==> src/design/ict_pkg.sv <==
// Package for the instruction cycle timing block: operation codes, operand
// kinds and base cycle counts.
// Assumes one core clock; all figures are core clock cycles.
package ict_pkg;

    // Operation selector driven by the decoder
    typedef enum logic [4:0] {
        ICT_OP_PUSH_MEM     = 5'h00,
        ICT_OP_PUSH_REG     = 5'h01,
        ICT_OP_PUSH_SEG     = 5'h02,
        ICT_OP_PUSH_ALL     = 5'h03,
        ICT_OP_PUSH_FLAGS   = 5'h04,
        ICT_OP_RTN_FAR      = 5'h05,
        ICT_OP_RTN_FAR_IMM  = 5'h06,
        ICT_OP_RTN_NEAR     = 5'h07,
        ICT_OP_RTN_NEAR_IMM = 5'h08,
        ICT_OP_ROTATE_LEFT  = 5'h09,
        ICT_OP_ROTATE_RIGHT = 5'h0a,
        ICT_OP_SHIFT_LEFT   = 5'h0b,
        ICT_OP_SHIFT_RIGHT  = 5'h0c,
        ICT_OP_STORE_STRING = 5'h0d,
        ICT_OP_TEST_ACC_IMM = 5'h0e,
        ICT_OP_TEST_RM_IMM  = 5'h0f,
        ICT_OP_TEST_RM_REG  = 5'h10,
        ICT_OP_XOR_ACC_IMM  = 5'h11,
        ICT_OP_XOR_RM_IMM   = 5'h12,
        ICT_OP_XOR_RM_REG   = 5'h13
    } ict_op_t;

    // Shift / rotate count source
    typedef enum logic [1:0] {
        ICT_CNT_ONE    = 2'h0,
        ICT_CNT_REG    = 2'h1,
        ICT_CNT_IMM    = 2'h2
    } ict_cnt_src_t;

    // Decoded instruction handed to the timing block
    typedef struct packed {
        ict_op_t      op;
        logic         mem;       // Operand in memory
        logic         word;      // Word width
        logic         repeated;  // Repeat prefix present
        ict_cnt_src_t cnt_src;
        logic [7:0]   count;     // Shift count or repeat count n
    } ict_instr_t;

    localparam int ICT_CYC_W = 16;

    // Word penalty per memory-using instruction
    localparam logic [ICT_CYC_W-1:0] ICT_WORD_ADD = 16'h0004;

    // Push costs, 16-bit then 8-bit bus
    localparam logic [ICT_CYC_W-1:0] ICT_PUSH_MEM16 = 16'h0010;
    localparam logic [ICT_CYC_W-1:0] ICT_PUSH_MEM8  = 16'h0014;
    localparam logic [ICT_CYC_W-1:0] ICT_PUSH_REG16 = 16'h000a;
    localparam logic [ICT_CYC_W-1:0] ICT_PUSH_REG8  = 16'h000e;
    localparam logic [ICT_CYC_W-1:0] ICT_PUSH_SEG16 = 16'h0009;
    localparam logic [ICT_CYC_W-1:0] ICT_PUSH_SEG8  = 16'h000d;
    localparam logic [ICT_CYC_W-1:0] ICT_PUSHA16    = 16'h0024;
    localparam logic [ICT_CYC_W-1:0] ICT_PUSHA8     = 16'h0044;
    localparam logic [ICT_CYC_W-1:0] ICT_PUSHF16    = 16'h0009;
    localparam logic [ICT_CYC_W-1:0] ICT_PUSHF8     = 16'h000d;

    // Return costs
    localparam logic [ICT_CYC_W-1:0] ICT_RTN_FAR16     = 16'h0016;
    localparam logic [ICT_CYC_W-1:0] ICT_RTN_FAR8      = 16'h001e;
    localparam logic [ICT_CYC_W-1:0] ICT_RTN_FAR_IMM16 = 16'h0019;
    localparam logic [ICT_CYC_W-1:0] ICT_RTN_FAR_IMM8  = 16'h0021;
    localparam logic [ICT_CYC_W-1:0] ICT_RTN_NEAR16    = 16'h0010;
    localparam logic [ICT_CYC_W-1:0] ICT_RTN_NEAR8     = 16'h0014;
    localparam logic [ICT_CYC_W-1:0] ICT_RTN_NIMM16    = 16'h0012;
    localparam logic [ICT_CYC_W-1:0] ICT_RTN_NIMM8     = 16'h0016;

    // Shift and rotate costs
    localparam logic [ICT_CYC_W-1:0] ICT_SH1_REG = 16'h0002;
    localparam logic [ICT_CYC_W-1:0] ICT_SH1_MEM = 16'h000f;
    localparam logic [ICT_CYC_W-1:0] ICT_SHN_REG = 16'h0005;
    localparam logic [ICT_CYC_W-1:0] ICT_SHN_MEM = 16'h0011;

    // Store string costs
    localparam logic [ICT_CYC_W-1:0] ICT_STR_ONE  = 16'h000a;
    localparam logic [ICT_CYC_W-1:0] ICT_STR_BASE = 16'h0006;
    localparam logic [ICT_CYC_W-1:0] ICT_STR_ELEM = 16'h0009;

    // Logic op costs
    localparam logic [ICT_CYC_W-1:0] ICT_ACC_BYTE  = 16'h0003;
    localparam logic [ICT_CYC_W-1:0] ICT_ACC_WORD  = 16'h0004;
    localparam logic [ICT_CYC_W-1:0] ICT_IMM_REG   = 16'h0004;
    localparam logic [ICT_CYC_W-1:0] ICT_TEST_IMEM = 16'h000a;
    localparam logic [ICT_CYC_W-1:0] ICT_XOR_IMEM  = 16'h0010;
    localparam logic [ICT_CYC_W-1:0] ICT_RR_REG    = 16'h0003;
    localparam logic [ICT_CYC_W-1:0] ICT_RR_MEM    = 16'h000a;

    localparam logic [ICT_CYC_W-1:0] ICT_CYC_ONE  = 16'h0001;
    localparam logic [ICT_CYC_W-1:0] ICT_CYC_ZERO = 16'h0000;

endpackage : ict_pkg

==> src/design/ict_cost.sv <==
// Combinational cost table: decoded instruction to total cycle count.
// Assumes the instruction fields are stable while being read.
`timescale 1ns/1ps
module ict_cost
    import ict_pkg::*;
(
    // Decoded instruction
    input  wire ict_instr_t           i_instr,
    input  wire logic                 i_bus8,
    // Resulting cost
    output logic [ICT_CYC_W-1:0]      o_cycles
);

    logic [ICT_CYC_W-1:0] n_w;
    logic [ICT_CYC_W-1:0] base;
    logic                 mem_xfer;

    // Count widened to the cycle width so sums cannot wrap
    assign n_w = {8'h00, i_instr.count};

    // Base cost per operation, bus width chooses the column for pushes and returns
    always_comb begin
        base     = ICT_CYC_ZERO;
        mem_xfer = 1'b0;
        case (i_instr.op)
            ICT_OP_PUSH_MEM:     base = i_bus8 ? ICT_PUSH_MEM8 : ICT_PUSH_MEM16;
            ICT_OP_PUSH_REG:     base = i_bus8 ? ICT_PUSH_REG8 : ICT_PUSH_REG16;
            ICT_OP_PUSH_SEG:     base = i_bus8 ? ICT_PUSH_SEG8 : ICT_PUSH_SEG16;
            ICT_OP_PUSH_ALL:     base = i_bus8 ? ICT_PUSHA8 : ICT_PUSHA16;
            ICT_OP_PUSH_FLAGS:   base = i_bus8 ? ICT_PUSHF8 : ICT_PUSHF16;
            ICT_OP_RTN_FAR:      base = i_bus8 ? ICT_RTN_FAR8 : ICT_RTN_FAR16;
            ICT_OP_RTN_FAR_IMM:  base = i_bus8 ? ICT_RTN_FAR_IMM8 : ICT_RTN_FAR_IMM16;
            ICT_OP_RTN_NEAR:     base = i_bus8 ? ICT_RTN_NEAR8 : ICT_RTN_NEAR16;
            ICT_OP_RTN_NEAR_IMM: base = i_bus8 ? ICT_RTN_NIMM8 : ICT_RTN_NIMM16;
            ICT_OP_ROTATE_LEFT,
            ICT_OP_ROTATE_RIGHT,
            ICT_OP_SHIFT_LEFT,
            ICT_OP_SHIFT_RIGHT: begin
                mem_xfer = i_instr.mem;
                if (i_instr.cnt_src == ICT_CNT_ONE) begin
                    base = i_instr.mem ? ICT_SH1_MEM : ICT_SH1_REG;
                end else begin
                    base = (i_instr.mem ? ICT_SHN_MEM : ICT_SHN_REG) + n_w;
                end
            end
            ICT_OP_STORE_STRING: begin
                mem_xfer = 1'b1;
                // Product fits: 9 * 255 stays far below 16 bits
                base = i_instr.repeated ?
                       ICT_STR_BASE + ICT_CYC_W'(ICT_STR_ELEM * n_w) :
                       ICT_STR_ONE;
            end
            ICT_OP_TEST_ACC_IMM,
            ICT_OP_XOR_ACC_IMM:
                base = i_instr.word ? ICT_ACC_WORD : ICT_ACC_BYTE;
            ICT_OP_TEST_RM_IMM: begin
                mem_xfer = i_instr.mem;
                base = i_instr.mem ? ICT_TEST_IMEM : ICT_IMM_REG;
            end
            ICT_OP_XOR_RM_IMM: begin
                mem_xfer = i_instr.mem;
                base = i_instr.mem ? ICT_XOR_IMEM : ICT_IMM_REG;
            end
            ICT_OP_TEST_RM_REG,
            ICT_OP_XOR_RM_REG: begin
                mem_xfer = i_instr.mem;
                base = i_instr.mem ? ICT_RR_MEM : ICT_RR_REG;
            end
            default: base = ICT_CYC_ONE;
        endcase
    end

    // One word penalty per memory-using instruction; repeated strings
    // pay it once as well, which keeps the figure simple and bounded
    assign o_cycles = (mem_xfer && i_instr.word) ? base + ICT_WORD_ADD : base;

endmodule : ict_cost

==> src/design/ict_timing.sv <==
// Instruction cycle timing: holds each accepted instruction for its
// documented number of core clock cycles and then signals completion.
// Assumes the decoder sits on the same clock and holds i_start one cycle.
//
// Notes on behaviour
// - Word memory operations other than push and return add four cycles.
// - Rotate left costs 2/15 or 5+n/17+n.
// - Rotate right costs 2/15 or 5+n/17+n.
// - Shift left costs 2/15 or 5+n/17+n.
// - Shift right costs 2/15 or 5+n/17+n.
// - Returns cost per bus variant and form.
// - Store string: 10, repeated 6+9n.
// - Test costs 3/4, 4/10, 3/10.
// - Exclusive-or costs 3/4, 4/16, 3/10.
`timescale 1ns/1ps
module ict_timing
    import ict_pkg::*;
(
    // Clock and reset
    input  wire logic                 i_clk,
    input  wire logic                 i_reset_n,
    // Instruction from the decoder
    input  wire logic                 i_start,
    input  wire ict_instr_t           i_instr,
    // Bus variant strap, held static
    input  wire logic                 i_bus8,
    // Status
    output logic                      o_busy,
    output logic                      o_done,
    output logic [ICT_CYC_W-1:0]      o_cycles
);

    typedef enum logic [0:0] {
        ICT_ST_IDLE = 1'b0,
        ICT_ST_RUN  = 1'b1
    } ict_state_t;

    ict_state_t           state_r, state_nxt;
    logic [ICT_CYC_W-1:0] cnt_r, cnt_nxt;
    logic [ICT_CYC_W-1:0] cyc_r, cyc_nxt;
    logic                 done_r, done_nxt;
    logic                 busy_r;
    logic                 bus8_s1_r, bus8_r;
    logic [ICT_CYC_W-1:0] cost;
    wire                  accept;
    wire                  last;

    // Strap is a pin, so it is synchronised before use
    always_ff @(posedge i_clk or negedge i_reset_n) begin
        if (!i_reset_n) begin
            bus8_s1_r <= 1'b0;
            bus8_r    <= 1'b0;
        end else begin
            bus8_s1_r <= i_bus8;
            bus8_r    <= bus8_s1_r;
        end
    end

    ict_cost u_cost (
        .i_instr  (i_instr),
        .i_bus8   (bus8_r),
        .o_cycles (cost)
    );

    // Starts while busy are ignored; the decoder must wait for done
    assign accept = i_start && (state_r == ICT_ST_IDLE);
    assign last   = (state_r == ICT_ST_RUN) && (cnt_r == ICT_CYC_ONE);

    // Counter sequencing
    always_comb begin
        state_nxt = state_r;
        cnt_nxt   = cnt_r;
        cyc_nxt   = cyc_r;
        done_nxt  = 1'b0;
        case (state_r)
            ICT_ST_IDLE: begin
                if (accept) begin
                    state_nxt = ICT_ST_RUN;
                    cnt_nxt   = cost;
                    cyc_nxt   = cost;
                end
            end
            ICT_ST_RUN: begin
                if (last) begin
                    state_nxt = ICT_ST_IDLE;
                    cnt_nxt   = ICT_CYC_ZERO;
                    done_nxt  = 1'b1;
                end else begin
                    cnt_nxt = cnt_r - ICT_CYC_ONE;
                end
            end
            default: begin
                state_nxt = ICT_ST_IDLE;
                cnt_nxt   = ICT_CYC_ZERO;
            end
        endcase
    end

    // State, counter and status registers; busy is its own flop so the
    // output carries no decode after the state register
    always_ff @(posedge i_clk or negedge i_reset_n) begin
        if (!i_reset_n) begin
            state_r <= ICT_ST_IDLE;
            cnt_r   <= ICT_CYC_ZERO;
            cyc_r   <= ICT_CYC_ZERO;
            done_r  <= 1'b0;
            busy_r  <= 1'b0;
        end else begin
            state_r <= state_nxt;
            cnt_r   <= cnt_nxt;
            cyc_r   <= cyc_nxt;
            done_r  <= done_nxt;
            busy_r  <= (state_nxt == ICT_ST_RUN);
        end
    end

    // Outputs straight from flip-flops
    assign o_busy   = busy_r;
    assign o_done   = done_r;
    assign o_cycles = cyc_r;

endmodule : ict_timing

==> config.mk <==
export PLATFORM = sky130hd
export DESIGN_NAME = ict_timing
export DESIGN_NICKNAME = d
export VERILOG_FILES = /design/src/design/ict_pkg.sv /design/src/design/ict_cost.sv /design/src/design/ict_timing.sv
export SDC_FILE = /design/constraint.sdc
export NUM_CORES = 1
export LEC_CHECK = 0
export BUFFER_PORTS_ARGS = -buffer_cell sky130_fd_sc_hd__buf_2
export CAP_MARGIN = 5
export CORE_UTILIZATION = 55
export CTS_CLUSTER_DIAMETER = 200
export DETAILED_ROUTE_END_ITERATION = 7
export GPL_TIMING_DRIVEN = 0
export PLACE_DENSITY = 0.8
export SYNTH_ARGS = -nofsm -noshare
export SYNTH_HDL_FRONTEND = slang
export SYNTH_SLANG_ARGS = --single-unit
==> constraint.sdc <==
create_clock -name i_clk -period 2.9 [get_ports i_clk]
set_input_delay 0.435 -clock i_clk [delete_from_list [all_inputs] [get_ports i_clk]]
set_output_delay 0.435 -clock i_clk [all_outputs]
set_load 0.005 [all_outputs]
[Word-level counts from Yosys, hierarchy flattened]
Index checks and enable logic that the tools add are counted.
Word-level totals
  register bits: 36
  input port bits: 22
  output and inout port bits: 18
  word-level logic and storage cells: 71
Operators by class
  add/sub/neg operators: 4
  $mul: 1
  equality and inequality tests: 21
  multiplexer cells: 26
  bitwise operators: 1
  reduce and logical (&&, ||, !) cells: 12
Operators with widths (number)
  $pmux 16 s13: 1
  $mux 16: 5
  $eq 5x4->1 const B: 8
  $pmux 16 s2: 1
  $eq 5x3->1 const B: 4
  $eq 5x5->1 const B: 4
  $add 16x3->16 const B: 1
  $add 16x8->16: 1
  $add 3x16->16 const A: 1
  $eq 16x1->1 const B: 1
  $mux 4: 4
  $sub 16x1->16 const B: 1
  $mux 3: 5
  $mul 4x8->12 const A: 1
  $eq 5x2->1 const B: 2
  $mux 5: 2
  $reduce_or 2->1: 4
  $reduce_or 8->1: 1
  $mux 7: 1
  $mux 6: 1
  $eq 5x1->1 const B: 1
  $logic_not 5->1: 1
  $mux 1: 4
  $pmux 1 s2: 2
  6 further kinds: 8

[Logic depth before layout (Yosys ltp)]
Gate-level depths: netlist (run 1).
  word-level depth: 8
  gate-level depth with buffers: 12
  mapped depth without buffers: 12

[By module]
Synthesis (run 1) repeated with hierarchy kept, for this count alone.
Unflattened totals
  cells, all modules: 397
  area, all modules: 3266.9 µm²
By module, submodules not included
  ict_timing: instances 1, cells an instance 176, area an instance 1730.4 µm², sequential area each 900.9 µm²
  ict_cost: instances 1, cells an instance 221, area an instance 1536.5 µm², sequential area each 0.0 µm²

[Least setup slack after synthesis (run 1)]
No wires, ideal clock.
  kind: input-to-reg
  start point: in i_instr[2] in the netlist's numbering
  end point: reg cnt_r[10]
  library setup time: 0.134 ns
  data arrival time: 2.990 ns
  required time: 2.766 ns
  setup slack: -0.225 ns
  stages on the path: 10
  buffers on the path: 0
  cells stage by stage: ha_1 > ha_1 > a211o_1 > and2_4 > or4_4 > mux2i_1 > o2111ai_2 > o311a_1 > o21ai_1 > o211ai_1
Between the ends
  cells in the longest elaborated chain, start to end: 8
  elaborated cells between the ends (all ways): 10
  classes of those cells: add/sub: 3; mul: 1; mux: 6
RTL lines
  start, declared: RTL line ict_timing.sv:24  | input wire ict_instr_t i_instr,
  $mul 4x8->12: RTL line ict_cost.sv:50  | ICT_STR_BASE + ICT_CYC_W'(ICT_STR_ELEM * n_w) :
  $add 3x16->16: RTL line ict_cost.sv:50
  $mux 16: RTL line ict_cost.sv:49  | base = i_instr.repeated ?
  $pmux 16 s13 (*): RTL line ict_cost.sv:25  | case (i_instr.op)
  $add 16x3->16: RTL line ict_cost.sv:75  | assign o_cycles = (mem_xfer && i_instr.word) ? base + ICT_WORD_ADD : base;
  $mux 16 (*): RTL line ict_cost.sv:75
  $mux 16 (*): RTL line ict_timing.sv:77  | if (accept) begin
  $pmux 16 s2 (*): RTL line ict_timing.sv:75  | case (state_r)
  end signal, assigned: RTL line ict_timing.sv:110  | cnt_r <= cnt_nxt;
  end, declared: RTL line ict_timing.sv:39  | logic [ICT_CYC_W-1:0] cnt_r, cnt_nxt;
Every way passes the cells marked *; elsewhere a longest branch is shown, timed or not. The select of a mux whose other input is x is not followed.
A chain may end at the register's enable or synchronous reset.

[Worst setup path in the final report (run 1)]
  start point: in i_instr[1] in the netlist's numbering
  end point: reg cnt_r[10]
Same word-level chain as after synthesis.

==> results of run 1 <==
[sequential cells by signal, indices dropped and copies added, names as in the netlist]
register	count
cnt_r	16
o_cycles	14
o_done	1
bus8_s1_r	1
o_busy	1
bus8_r	1
[cell type report]
type | instances | share of cell area [%]
Multi-Input combinational cell | 306 | 60.8
Sequential cell | 34 | 22.9
Timing Repair Buffer | 46 | 7.79
Tap cell | 70 | 2.36
Buffer | 19 | 2.26
Clock buffer | 6 | 2.23
Inverter | 13 | 1.32
Clock inverter | 2 | 0.337
[repair_timing]
item | CTS | global route
setup buffers | 3 | 6
pin swaps | 7 | 9
endpoints found under the hold margin | 0 | 0
resized for setup | 23 | 22
setup endpoints to repair | 8 | 12
[layout by cell type (no fill, tap or decap), types with 3 or more instances in the layout]
master    count
nand2_1      39
buf_2        34
o21ai_0      34
dfrtp_1      34
nor2_1       23
a21oi_1      19
inv_1        13
clkbuf_1     12
buf_4        12
nand3_1      10
nor2b_1       9
ha_4          9
nand2b_1      8
xor2_1        8
xnor2_1       8
ha_1          8
o22ai_1       7
nor3_1        7
nor4_1        6
clkbuf_8      6
o211ai_1      5
nand3b_1      5
and2_1        5
or2_2         4
a31oi_1       4
o21ai_1       4
a211o_1       4
a21o_1        4
and3_1        4
or3_1         3
a32o_1        3
nor3b_1       3
a32oi_1       3
o21a_1        3
xnor2_2       3
o21ai_2       3
a221o_1       3
buf_6         3
[critical path, stage by stage]
cell	delay, ns
buf_12	0.11
ha_4	0.23
ha_4	0.16
fa_2	0.55
o2111ai_2	0.12
or4_4	0.49
mux2i_4	0.23
o2111ai_4	0.14
o311a_1	0.33
o21ai_2	0.18
o211ai_1	0.11
[power by group through the flow]
stage          registers (uW)  logic [uW]  clock network (uW)
6_report                  738         678                 367
5_1_grt                   755         757                 386
4_1_cts                   736         632                 366
3_5_place_dp              745         595                   0
3_3_place_gp              737         573                   0
2_1_floorplan             714         441                   0
[metrics by stage]
stage	setup TNS, ns	hold WS, ns	total power, uW
finish	-0.0252	0.209	1780
global route	-0.501	0.254	1900
CTS	-0.0398	0.231	1730
detailed placement	-4.58	0.343	1340
global placement	-3.83	0.344	1310
floorplan	-0.116	0.139	1160
[worst max path at each step]
stage	start	to	slack [ns]	cells after the start
floorplan	i_instr[1]	cnt_r[10]$_DFFE_PN0P_	-0.08	10
global placement	i_instr[1]	cnt_r[10]$_DFFE_PN0P_	-0.62	11
detailed placement	i_instr[1]	cnt_r[10]$_DFFE_PN0P_	-0.69	11
CTS	i_instr[3]	cnt_r[10]$_DFFE_PN0P_	-0.03	11
global route	i_instr[12]	cnt_r[8]$_DFFE_PN0P_	-0.12	13
finish	i_instr[1]	cnt_r[10]$_DFFE_PN0P_	-0.03	11
[synthesized netlist by cell type, drive strengths merged (3+ instances only)]
library cell  number
nand2b             8
or4                4
a21oi             19
and3               4
and2               6
nand2             39
a31oi              4
nand3b             5
buf                5
nor3               8
or3                3
inv               13
xnor2             11
a211o              4
a32o               3
dfrtp             34
xor2               8
nand3             11
nor4               8
nor2              23
mux2i              3
a21o               4
a221o              3
o21a               3
or2                4
nor3b              4
o21ai             41
clkbuf            14
nor2b              9
ha                17
o2111ai            3
o22ai              7
a32oi              4
o211ai             6
[logic make-up after synthesis]
kind of cell	after synthesis	synth area share (%)
buffers and inverters	32	4.36
flip-flops	34	28.5
adder cells (fa/ha/maj)	18	7.81
AO/OA/AOI/OAI	117	26.1
XOR/XNOR	19	5.58
AND/OR/NAND/NOR	147	26.4
multiplexers	3	1.01
other	1	0.126
[routing by layer]
| metal | GRT usage, % | vias to the layer above |
|---|---|---|
| li1 | - | 1486 |
| met1 | 37.4 | 1487 |
| met2 | 51.7 | 118 |
| met3 | 4.63 | 10 |
| met4 | 13.2 | 0 |
| met5 | 0 | - |
==> flow_summary_export.csv, run 1 <==
group,metric,value,unit
route,dr_wl_met2,4.07,mm
global_routing,overflow,0,
route,top_layer_used,"met4",
placed_design,pre_cts_ws,-0.690,ns
sta,rsz0062_at_grt,"true",
yosys,yosys_warnings,0,
clock_network,clock_sinks,34,
route,met3WireLength,464,um
route,drc,0,
cells_and_area,area_delta_synth_final,24.4,%
clock_network,htree_levels,2,
clock_network,cts.path.max_buffers,2,
sta,setup-violations-final,1,
power,power.internal,1110,uW
yosys,syn_area,2980,um^2
sta,post-route-period-util,101,%
setup_path,startpoint_type,"input port",
placed_design,portBuffers,37,
setup_path,worstPathRequired,3.07,ns
sta,fmax,342,MHz
setup_path,reg2reg_to,"cnt_r[8]$_DFFE_PN0P_",
setup_path,worstPathMaxFanout,5,
yosys,synth-edff-count,0,
cells_and_area,design_area,3710,um^2
setup_path,rr_worst_depth,10,
cells_and_area,n_antenna_cell,0,
power,pwr-share-seq,41.4,%
yosys,synth_seq_area_share,28.5,%
clock_network,hold_buffers,0,
route,viasPerCell,6.25,
clock_network,cts_tree,"yes",
yosys,synth_area_leaders,"dfrtp_1, ha_1, o21ai_0, nand2_1, xnor2_1",
sta,hold_viol,0,
yosys,ys_ff_latch,34,
power,comb_power_share,38.0,%
cells_and_area,multi_input_comb_area,2250,um^2
yosys,syn_avg_cell_area,8.04,um^2
floorplanning,die_area,5720,um^2
global_routing,antenna_found_initial,0,
outcome,violations,"negative setup slack",
power,power.switching,678,uW
setup_path,crit_path_end_kind,"flop",
power,vdd_drop_max,0.274,mV
placed_design,dp.cells,479,
cells_and_area,seq_area,851,um^2
route,dr.first_iter.drc_count,276,
route,wire_per_inst,16.6,um
route,totalWireLength,8.24,mm
placed_design,dp_hpwl,6.02,mm
sta,postLayoutSetupSlackWorst,-0.0252,ns
yosys,synth_top_flop_cell,"dfrtp_1",
cells_and_area,nFillCells,405,
global_routing,grt_max_degree,35,
floorplanning,initial_utilization,57.6,%
global_routing,grt_first_pass_wirelength,13.0,mm
route,ant_nets,0,
global_routing,grt.total_usage,30.1,%
cells_and_area,final_cells,496,
placed_design,routabilityCongestion,0.952,
worst_hold_path,hp-class,"in -> async",
yosys,synth_cells,371,
cells_and_area,drive_above_1_share,23.2,%
route,wl_met1,3.58,mm
power,leakage,0.00160,uW
yosys,async_flop_share,100,%
route,first_pass_iters,5,
power,switching_share,38.0,%
floorplanning,core.rowCount,26,
power,power-per-cell-area,481,nW/um^2
yosys,yosysTopAreaCell,"dfrtp_1",
sta,max_slew.worst_pin.slew,0.738,ns
yosys,netlist.area_leader.share,28.5,%
yosys,yosys.cell_types.count,65,
floorplanning,die-height,75.6,um
global_routing,grt_pass1_vias,2890,
setup_path,crit_type,"in -> reg",
floorplanning,core_area,5170,um^2
clock_network,clk_pin_slew,0.07,ns
floorplanning,die_x,75.6,um
setup_path,r2r-start,"bus8_r$_DFF_PN0_",
run,maxCapViolCount,0,
sta,min_period,2.93,ns
route,via_count,3101,
clock_network,numCtsBuffers,5,
sta,slew_headroom,50.8,%
clock_network,clock-root-buffer,"clkbuf_8",
sta,final_max_slew_viol_count,0,
setup_path,r2r_slack,0.26,ns
sta,fin_skew,0.0111,ns
cells_and_area,fin_nets,465,
outcome,outcome,"complete, but fails checks",
cells_and_area,fin_util,71.7,%
placed_design,dpl_cell_area,3320,um^2
floorplanning,io_pins,40,
power,clockPowerShare,20.6,%
setup_path,crit_arrival,3.09,ns
clock_network,clk_latency,0.29,ns
No activity file was read; power rests on OpenSTA's default activity.
==> inputs of run 2 (changes only) <==
- CELL_PAD_IN_SITES_DETAIL_PLACEMENT: default -> 1
- CELL_PAD_IN_SITES_GLOBAL_PLACEMENT: default -> 2
- CORE_UTILIZATION: 55 -> 35
- PLACE_DENSITY: 0.8 -> 0.85
- TNS_END_PERCENT: default -> 100
- clock period: 2.9 -> 2.72 ns (I/O delays scaled with it)
==> run 2 against run 1 <==
The flow still finishes with violations (negative setup slack). Routed wire length rose by 14%. Register-to-register slack got worse by 0.19 ns. Clock skew fell by 0.0043 ns. Design area rose by 5.2%. Non-clock buffer count rose by 5. Sequential power rose by 7.5%. Flip-flop and latch count did not move. Critical path depth rose by 1. Utilization fell by 24 points. Die area rose by 55%. Critical path type unchanged. Critical endpoint is now o_cycles[11]$_DFFE_PN0P_. Highest routed layer unchanged.
==> flow_summary_export.csv, run 2 (synthesis gave the netlist of run 1 again) <==
group,metric,value,unit
outcome,outcome,"complete, but fails checks",
outcome,violations,"negative setup slack",
global_routing,grt.total_usage,21.7,%
placed_design,dp_hpwl,6.80,mm
power,vdd_drop_max,0.173,mV
sta,slew_headroom,47.8,%
setup_path,worstPathRequired,2.88,ns
worst_hold_path,hp-class,"in -> async",
setup_path,crit_path_end_kind,"flop",
cells_and_area,final_common_cell,"nand2_1",
setup_path,worstPathMaxFanout,5,
floorplanning,initial_utilization,36.3,%
clock_network,clock_sinks,34,
route,viasPerCell,5.80,
setup_path,max_stage_delay,0.59,ns
route,top_layer_used,"met4",
run,maxCapViolCount,0,
power,power-per-cell-area,493,nW/um^2
clock_network,cts_tree,"yes",
cells_and_area,largest_reg_flops,16,
sta,postLayoutSetupSlackWorst,-0.227,ns
sta,rsz0062_at_grt,"true",
global_routing,grt_first_pass_wirelength,15.3,mm
sta,min_period,2.95,ns
global_routing,grt_max_degree,35,
route,met3WireLength,191,um
setup_path,cp_cell_sequence,"buf_6, ha_4, ha_4, a211o_1, and2_4, or4_4, mux2i_4, o2111ai_2, buf_4, nor2_2, a32oi_2, a21oi_1",
global_routing,antenna_found_initial,0,
route,ant_nets,0,
setup_path,r2r-start,"bus8_r$_DFF_PN0_",
route,wl_met1,4.22,mm
floorplanning,io_pins,40,
clock_network,numCtsBuffers,5,
cells_and_area,n_antenna_cell,0,
route,totalWireLength,9.36,mm
route,wire_per_inst,17.5,um
sta,hold_viol,0,
sta,final_max_slew_viol_count,0,
setup_path,startpoint_type,"input port",
clock_network,clk_pin_slew,0.07,ns
route,first_pass_iters,4,
route,via_count,3105,
floorplanning,core.rowCount,33,
route,drc,0,
setup_path,cpMaxStageDelayCell,"or4_4",
cells_and_area,area_delta_synth_final,30.8,%
floorplanning,die-height,94.3,um
placed_design,routabilityCongestion,0.851,
clock_network,clk_latency,0.29,ns
cells_and_area,layout_common_cells,"nand2_1, dfrtp_1, buf_2, o21ai_0, nor2_1",
sta,setup-violations-final,9,
cells_and_area,drive_above_1_share,27.7,%
sta,post-route-period-util,108,%
global_routing,grt_pass1_vias,3126,
cells_and_area,fin_nets,470,
global_routing,overflow,0,
sta,max_slew.worst_pin.slew,0.783,ns
floorplanning,core_area,8220,um^2
setup_path,crit_type,"in -> reg",
route,dr_wl_met2,4.79,mm
clock_network,htree_levels,2,
cells_and_area,design_area,3900,um^2
sta,fin_skew,0.00683,ns
placed_design,dpl_cell_area,3360,um^2
sta,fmax,339,MHz
placed_design,portBuffers,37,
setup_path,crit_arrival,3.11,ns
sta,final.setup.tns,-1.21,ns
cells_and_area,top_register,"cnt_r",
route,dr.first_iter.drc_count,69,
clock_network,clock-root-buffer,"clkbuf_8",
setup_path,crit_top_cell,"ha_4",
floorplanning,die_x,94.3,um
power,leakage,0.00165,uW
floorplanning,die_area,8890,um^2
setup_path,startpoint,"i_instr[2]",
clock_network,cts.path.max_buffers,2,
run 2: cell types whose count changed in the layout (fill, tap and decap cells not counted), moves of 2 or more:
cell      change
buf_2         -2
nor2_2        +2
buf_4         +6
o21ai_0       -2
nor2_1        -2
clkbuf_1      -3
o21ai_1       +3
clkbuf_2      +5
run 2: final timing paths:
| check | to | slack [ns] | depth (start not counted) |
|---|---|---|---|
| max in group asynchronous | cnt_r[12]$_DFFE_PN0P_ | 2.02 | 1 |
| min | o_done$_DFF_PN0_ | 0.19 | 1 |
| min reg2reg | bus8_r$_DFF_PN0_ | 0.36 | 0 |
| max reg2reg | cnt_r[8]$_DFFE_PN0P_ | 0.07 | 10 |
| max | o_cycles[11]$_DFFE_PN0P_ | -0.23 | 12 |
| min in group i_clk | bus8_s1_r$_DFF_PN0_ | 0.23 | 1 |
run 2: worst max-delay path, delay by kind of cell:
| kind | cells | cell delay (ns) |
|---|---|---|
| simple gates | 3 | 0.80 |
| compound gates | 4 | 0.90 |
| mux | 1 | 0.22 |
| buf+inv | 2 | 0.29 |
| fa+ha+maj | 2 | 0.48 |
run 2: repair_timing:
action	CTS	global route
resized for setup	23	59
endpoints found under the setup margin	14	19
pin swaps	12	26
setup buffers	5	10
hold buffers	0	0
run 2: final cells by class:
cell class | instances | area (um^2)
Buffer | 18 | 86.3
Multi-Input combinational cell | 306 | 2360
Inverter | 13 | 48.8
Fill cell | 984 | 4320
Timing Repair Buffer | 52 | 347
Sequential cell | 34 | 851
Clock buffer | 7 | 76.3
Tap cell | 105 | 131
run 2: power breakdown:
part	leakage (uW)	switching (uW)	total [uW]	internal [uW]
sequential	0.000431	147	793	646
clock	0.0000383	180	356	176
combinational	0.00118	413	777	364
run 2: metal layers:
metal	vias up	track usage, %
met4	0	5.64
met2	52	38.6
met1	1540	27.7
li1	1500	-
met3	13	2.10
met5	-	0
run 2: per-stage QoR:
step	utilization, %	std cells	total power, uW	worst slack (ns)	hold slack [ns]
after floorplan	-	372	1230	-0.234	0.112
after global routing	47.5	535	2070	-0.322	0.218
final	47.5	535	1930	-0.227	0.189
after detailed placement	40.9	514	1450	-0.854	0.353
after global placement	40.9	514	1420	-0.824	0.338
after CTS	43.3	526	1840	-0.302	0.219
==> inputs of run 3 (changes only) <==
- CORE_UTILIZATION: 35 -> 31
- PLACE_DENSITY: 0.85 -> 0.79
- clock period: 2.72 -> 2.52 ns (I/O delays scaled with it)
==> run 3 against run 2 <==
The flow still finishes with violations (negative setup slack). Via count shrank 3.4%. Hold slack lost 0.029 ns. Routed wire length shrank 1.6%. Design area grew 1.2%. Largest power group unchanged.
==> flow_summary_export.csv, run 3 (synthesis gave the netlist of run 1 again) <==
group,metric,value,unit
outcome,outcome,"complete, but fails checks",
outcome,violations,"negative setup slack",
cells_and_area,final_cells,558,
floorplanning,die_x,100,um
global_routing,grt.total_usage,19.6,%
run,maxCapViolCount,0,
route,ant_nets,0,
placed_design,dpl_cell_area,3450,um^2
placed_design,dp_hpwl,7.06,mm
route,first_pass_iters,5,
setup_path,crit_top_cell,"ha_4",
cells_and_area,fin_util,42.5,%
clock_network,clk_latency,0.29,ns
power,leakage,0.00167,uW
sta,hold_slack,0.160,ns
power,clockPowerShare,20.0,%
power,switching_share,38.4,%
clock_network,cts_tree,"yes",
global_routing,grt_max_degree,35,
setup_path,rr_worst_depth,10,
power,power,2120,uW
clock_network,clk_pin_slew,0.07,ns
global_routing,overflow,0,
route,via_count,2999,
cells_and_area,fin_nets,468,
placed_design,dp.cells,538,
setup_path,cp_cell_sequence,"buf_12, ha_4, ha_4, fa_2, o2111ai_4, or4_4, mux2i_4, o2111ai_2, o311a_1, o21ai_2, o211ai_1",
clock_network,clock_sinks,34,
cells_and_area,drive_above_1_share,27.3,%
clock_network,clock-root-buffer,"clkbuf_8",
sta,rsz0062_at_grt,"true",
setup_path,worstPathRequired,2.68,ns
cells_and_area,design_area,3950,um^2
sta,max_slew.worst_pin.slew,0.825,ns
cells_and_area,final_common_cell,"nand2_1",
sta,hold_viol,0,
setup_path,startpoint_type,"input port",
cells_and_area,layout_common_cells,"nand2_1, dfrtp_1, buf_2",
setup_path,cpMaxStageDelayCell,"fa_2",
floorplanning,io_pins,40,
route,dr.first_iter.drc_count,67,
sta,slew_headroom,44.7,%
power,comb_power_share,39.5,%
cells_and_area,top_register,"cnt_r",
cells_and_area,n_antenna_cell,0,
setup_path,max_stage_delay,0.62,ns
sta,setup-violations-final,12,
route,totalWireLength,9.21,mm
cells_and_area,area_delta_synth_final,32.4,%
clock_network,htree_levels,2,
setup_path,worstPathMaxFanout,3,
sta,min_period,2.91,ns
power,power.internal,1300,uW
power,vdd_drop_max,0.244,mV
worst_hold_path,hp-class,"in -> async",
sta,fmax,344,MHz
floorplanning,die_area,10000,um^2
power,pwr-share-seq,40.5,%
global_routing,grt_pass1_vias,3124,
floorplanning,core.rowCount,35,
clock_network,numCtsBuffers,5,
route,drc,0,
power,power.switching,814,uW
setup_path,crit_type,"in -> reg",
clock_network,hold_buffers,0,
clock_network,cts.path.max_buffers,2,
placed_design,portBuffers,37,
floorplanning,die-height,100,um
floorplanning,core_area,9280,um^2
sta,postLayoutSetupSlackWorst,-0.390,ns
setup_path,crit_arrival,3.07,ns
sta,final_max_slew_viol_count,0,
sta,post-route-period-util,115,%
global_routing,antenna_found_initial,0,
route,wire_per_inst,16.5,um
floorplanning,initial_utilization,32.1,%
route,viasPerCell,5.37,
global_routing,grt_first_pass_wirelength,15.8,mm
placed_design,routabilityCongestion,0.861,
cells_and_area,largest_reg_flops,16,
sta,fin_skew,0.00511,ns
power,power-per-cell-area,537,nW/um^2
setup_path,crit_path_end_kind,"flop",
[run 3: changes by cell type in the layout (fill, tap and decap cells not counted), sizes merged]
cell / previous run / this run
buf: 55 / 53
clkinv: 0 / 1
[run 3: worst paths after layout]
kind                                      from                  endpoint  slack (ns)
setup / recovery                    i_instr[1]     cnt_r[10]$_DFFE_PN0P_       -0.39
hold / removal                       i_reset_n      cnt_r[1]$_DFFE_PN0P_        0.16
setup reg to reg              bus8_r$_DFF_PN0_      cnt_r[8]$_DFFE_PN0P_       -0.07
hold reg to reg            bus8_s1_r$_DFF_PN0_          bus8_r$_DFF_PN0_        0.35
max in group asynchronous            i_reset_n  o_cycles[13]$_DFFE_PN0P_        1.88
min in group i_clk                      i_bus8       bus8_s1_r$_DFF_PN0_        0.19
[run 3: final cells by class]
cell class                 count  area, um^2
multi-input combinational    306        2370
inverter                      13        48.8
sequential                    34         851
timing repair buffer          49         323
buffer                        19         106
tap                          129         161
fill                        1143        5340
clock inverter                 1        5.00
clock buffer                   7        86.3
[run 3: repair_timing]
item | in CTS | in global routing
pin swaps | 10 | 10
hold endpoints to repair | 0 | 0
endpoints found under the setup margin | 18 | 18
gates cloned | 0 | 0
buffers inserted | 9 | 3
resized for setup | 46 | 25
[run 3: layer usage]
metal	part of all wire (%)	wire [um]	up-vias	global-route usage, %
met5	0	0	-	0
met4	1.2	112	0	5.35
met3	2.5	233	9	1.95
met2	51	4690	47	35.7
met1	45	4170	1452	24.7
li1	-	-	1491	-
[run 3: through the flow]
stage,setup TNS [ns],setup WS [ns]
finish,-2.88,-0.390
detailed placement,-11.29,-1.13
floorplan,-2.38,-0.404
global route,-4.24,-0.503
CTS,-2.94,-0.378
global placement,-10.12,-1.07
[run 3: power groups by stage]
| stage | Combinational (uW) | Sequential (uW) | Clock, uW |
|---|---|---|---|
| CTS | 797 | 852 | 433 |
| global route | 947 | 886 | 451 |
| global placement | 696 | 855 | 0 |
| finish | 837 | 858 | 424 |
| floorplan | 519 | 821 | 0 |
| detailed placement | 726 | 859 | 0 |
[run 3: critical path: cells and delay by family]
| family | cells | cell delay (ns) |
|---|---|---|
| compound gates | 5 | 0.90 |
| mux | 1 | 0.20 |
| buf+inv | 1 | 0.10 |
| simple gates | 1 | 0.48 |
| fa+ha+maj | 3 | 1.01 |
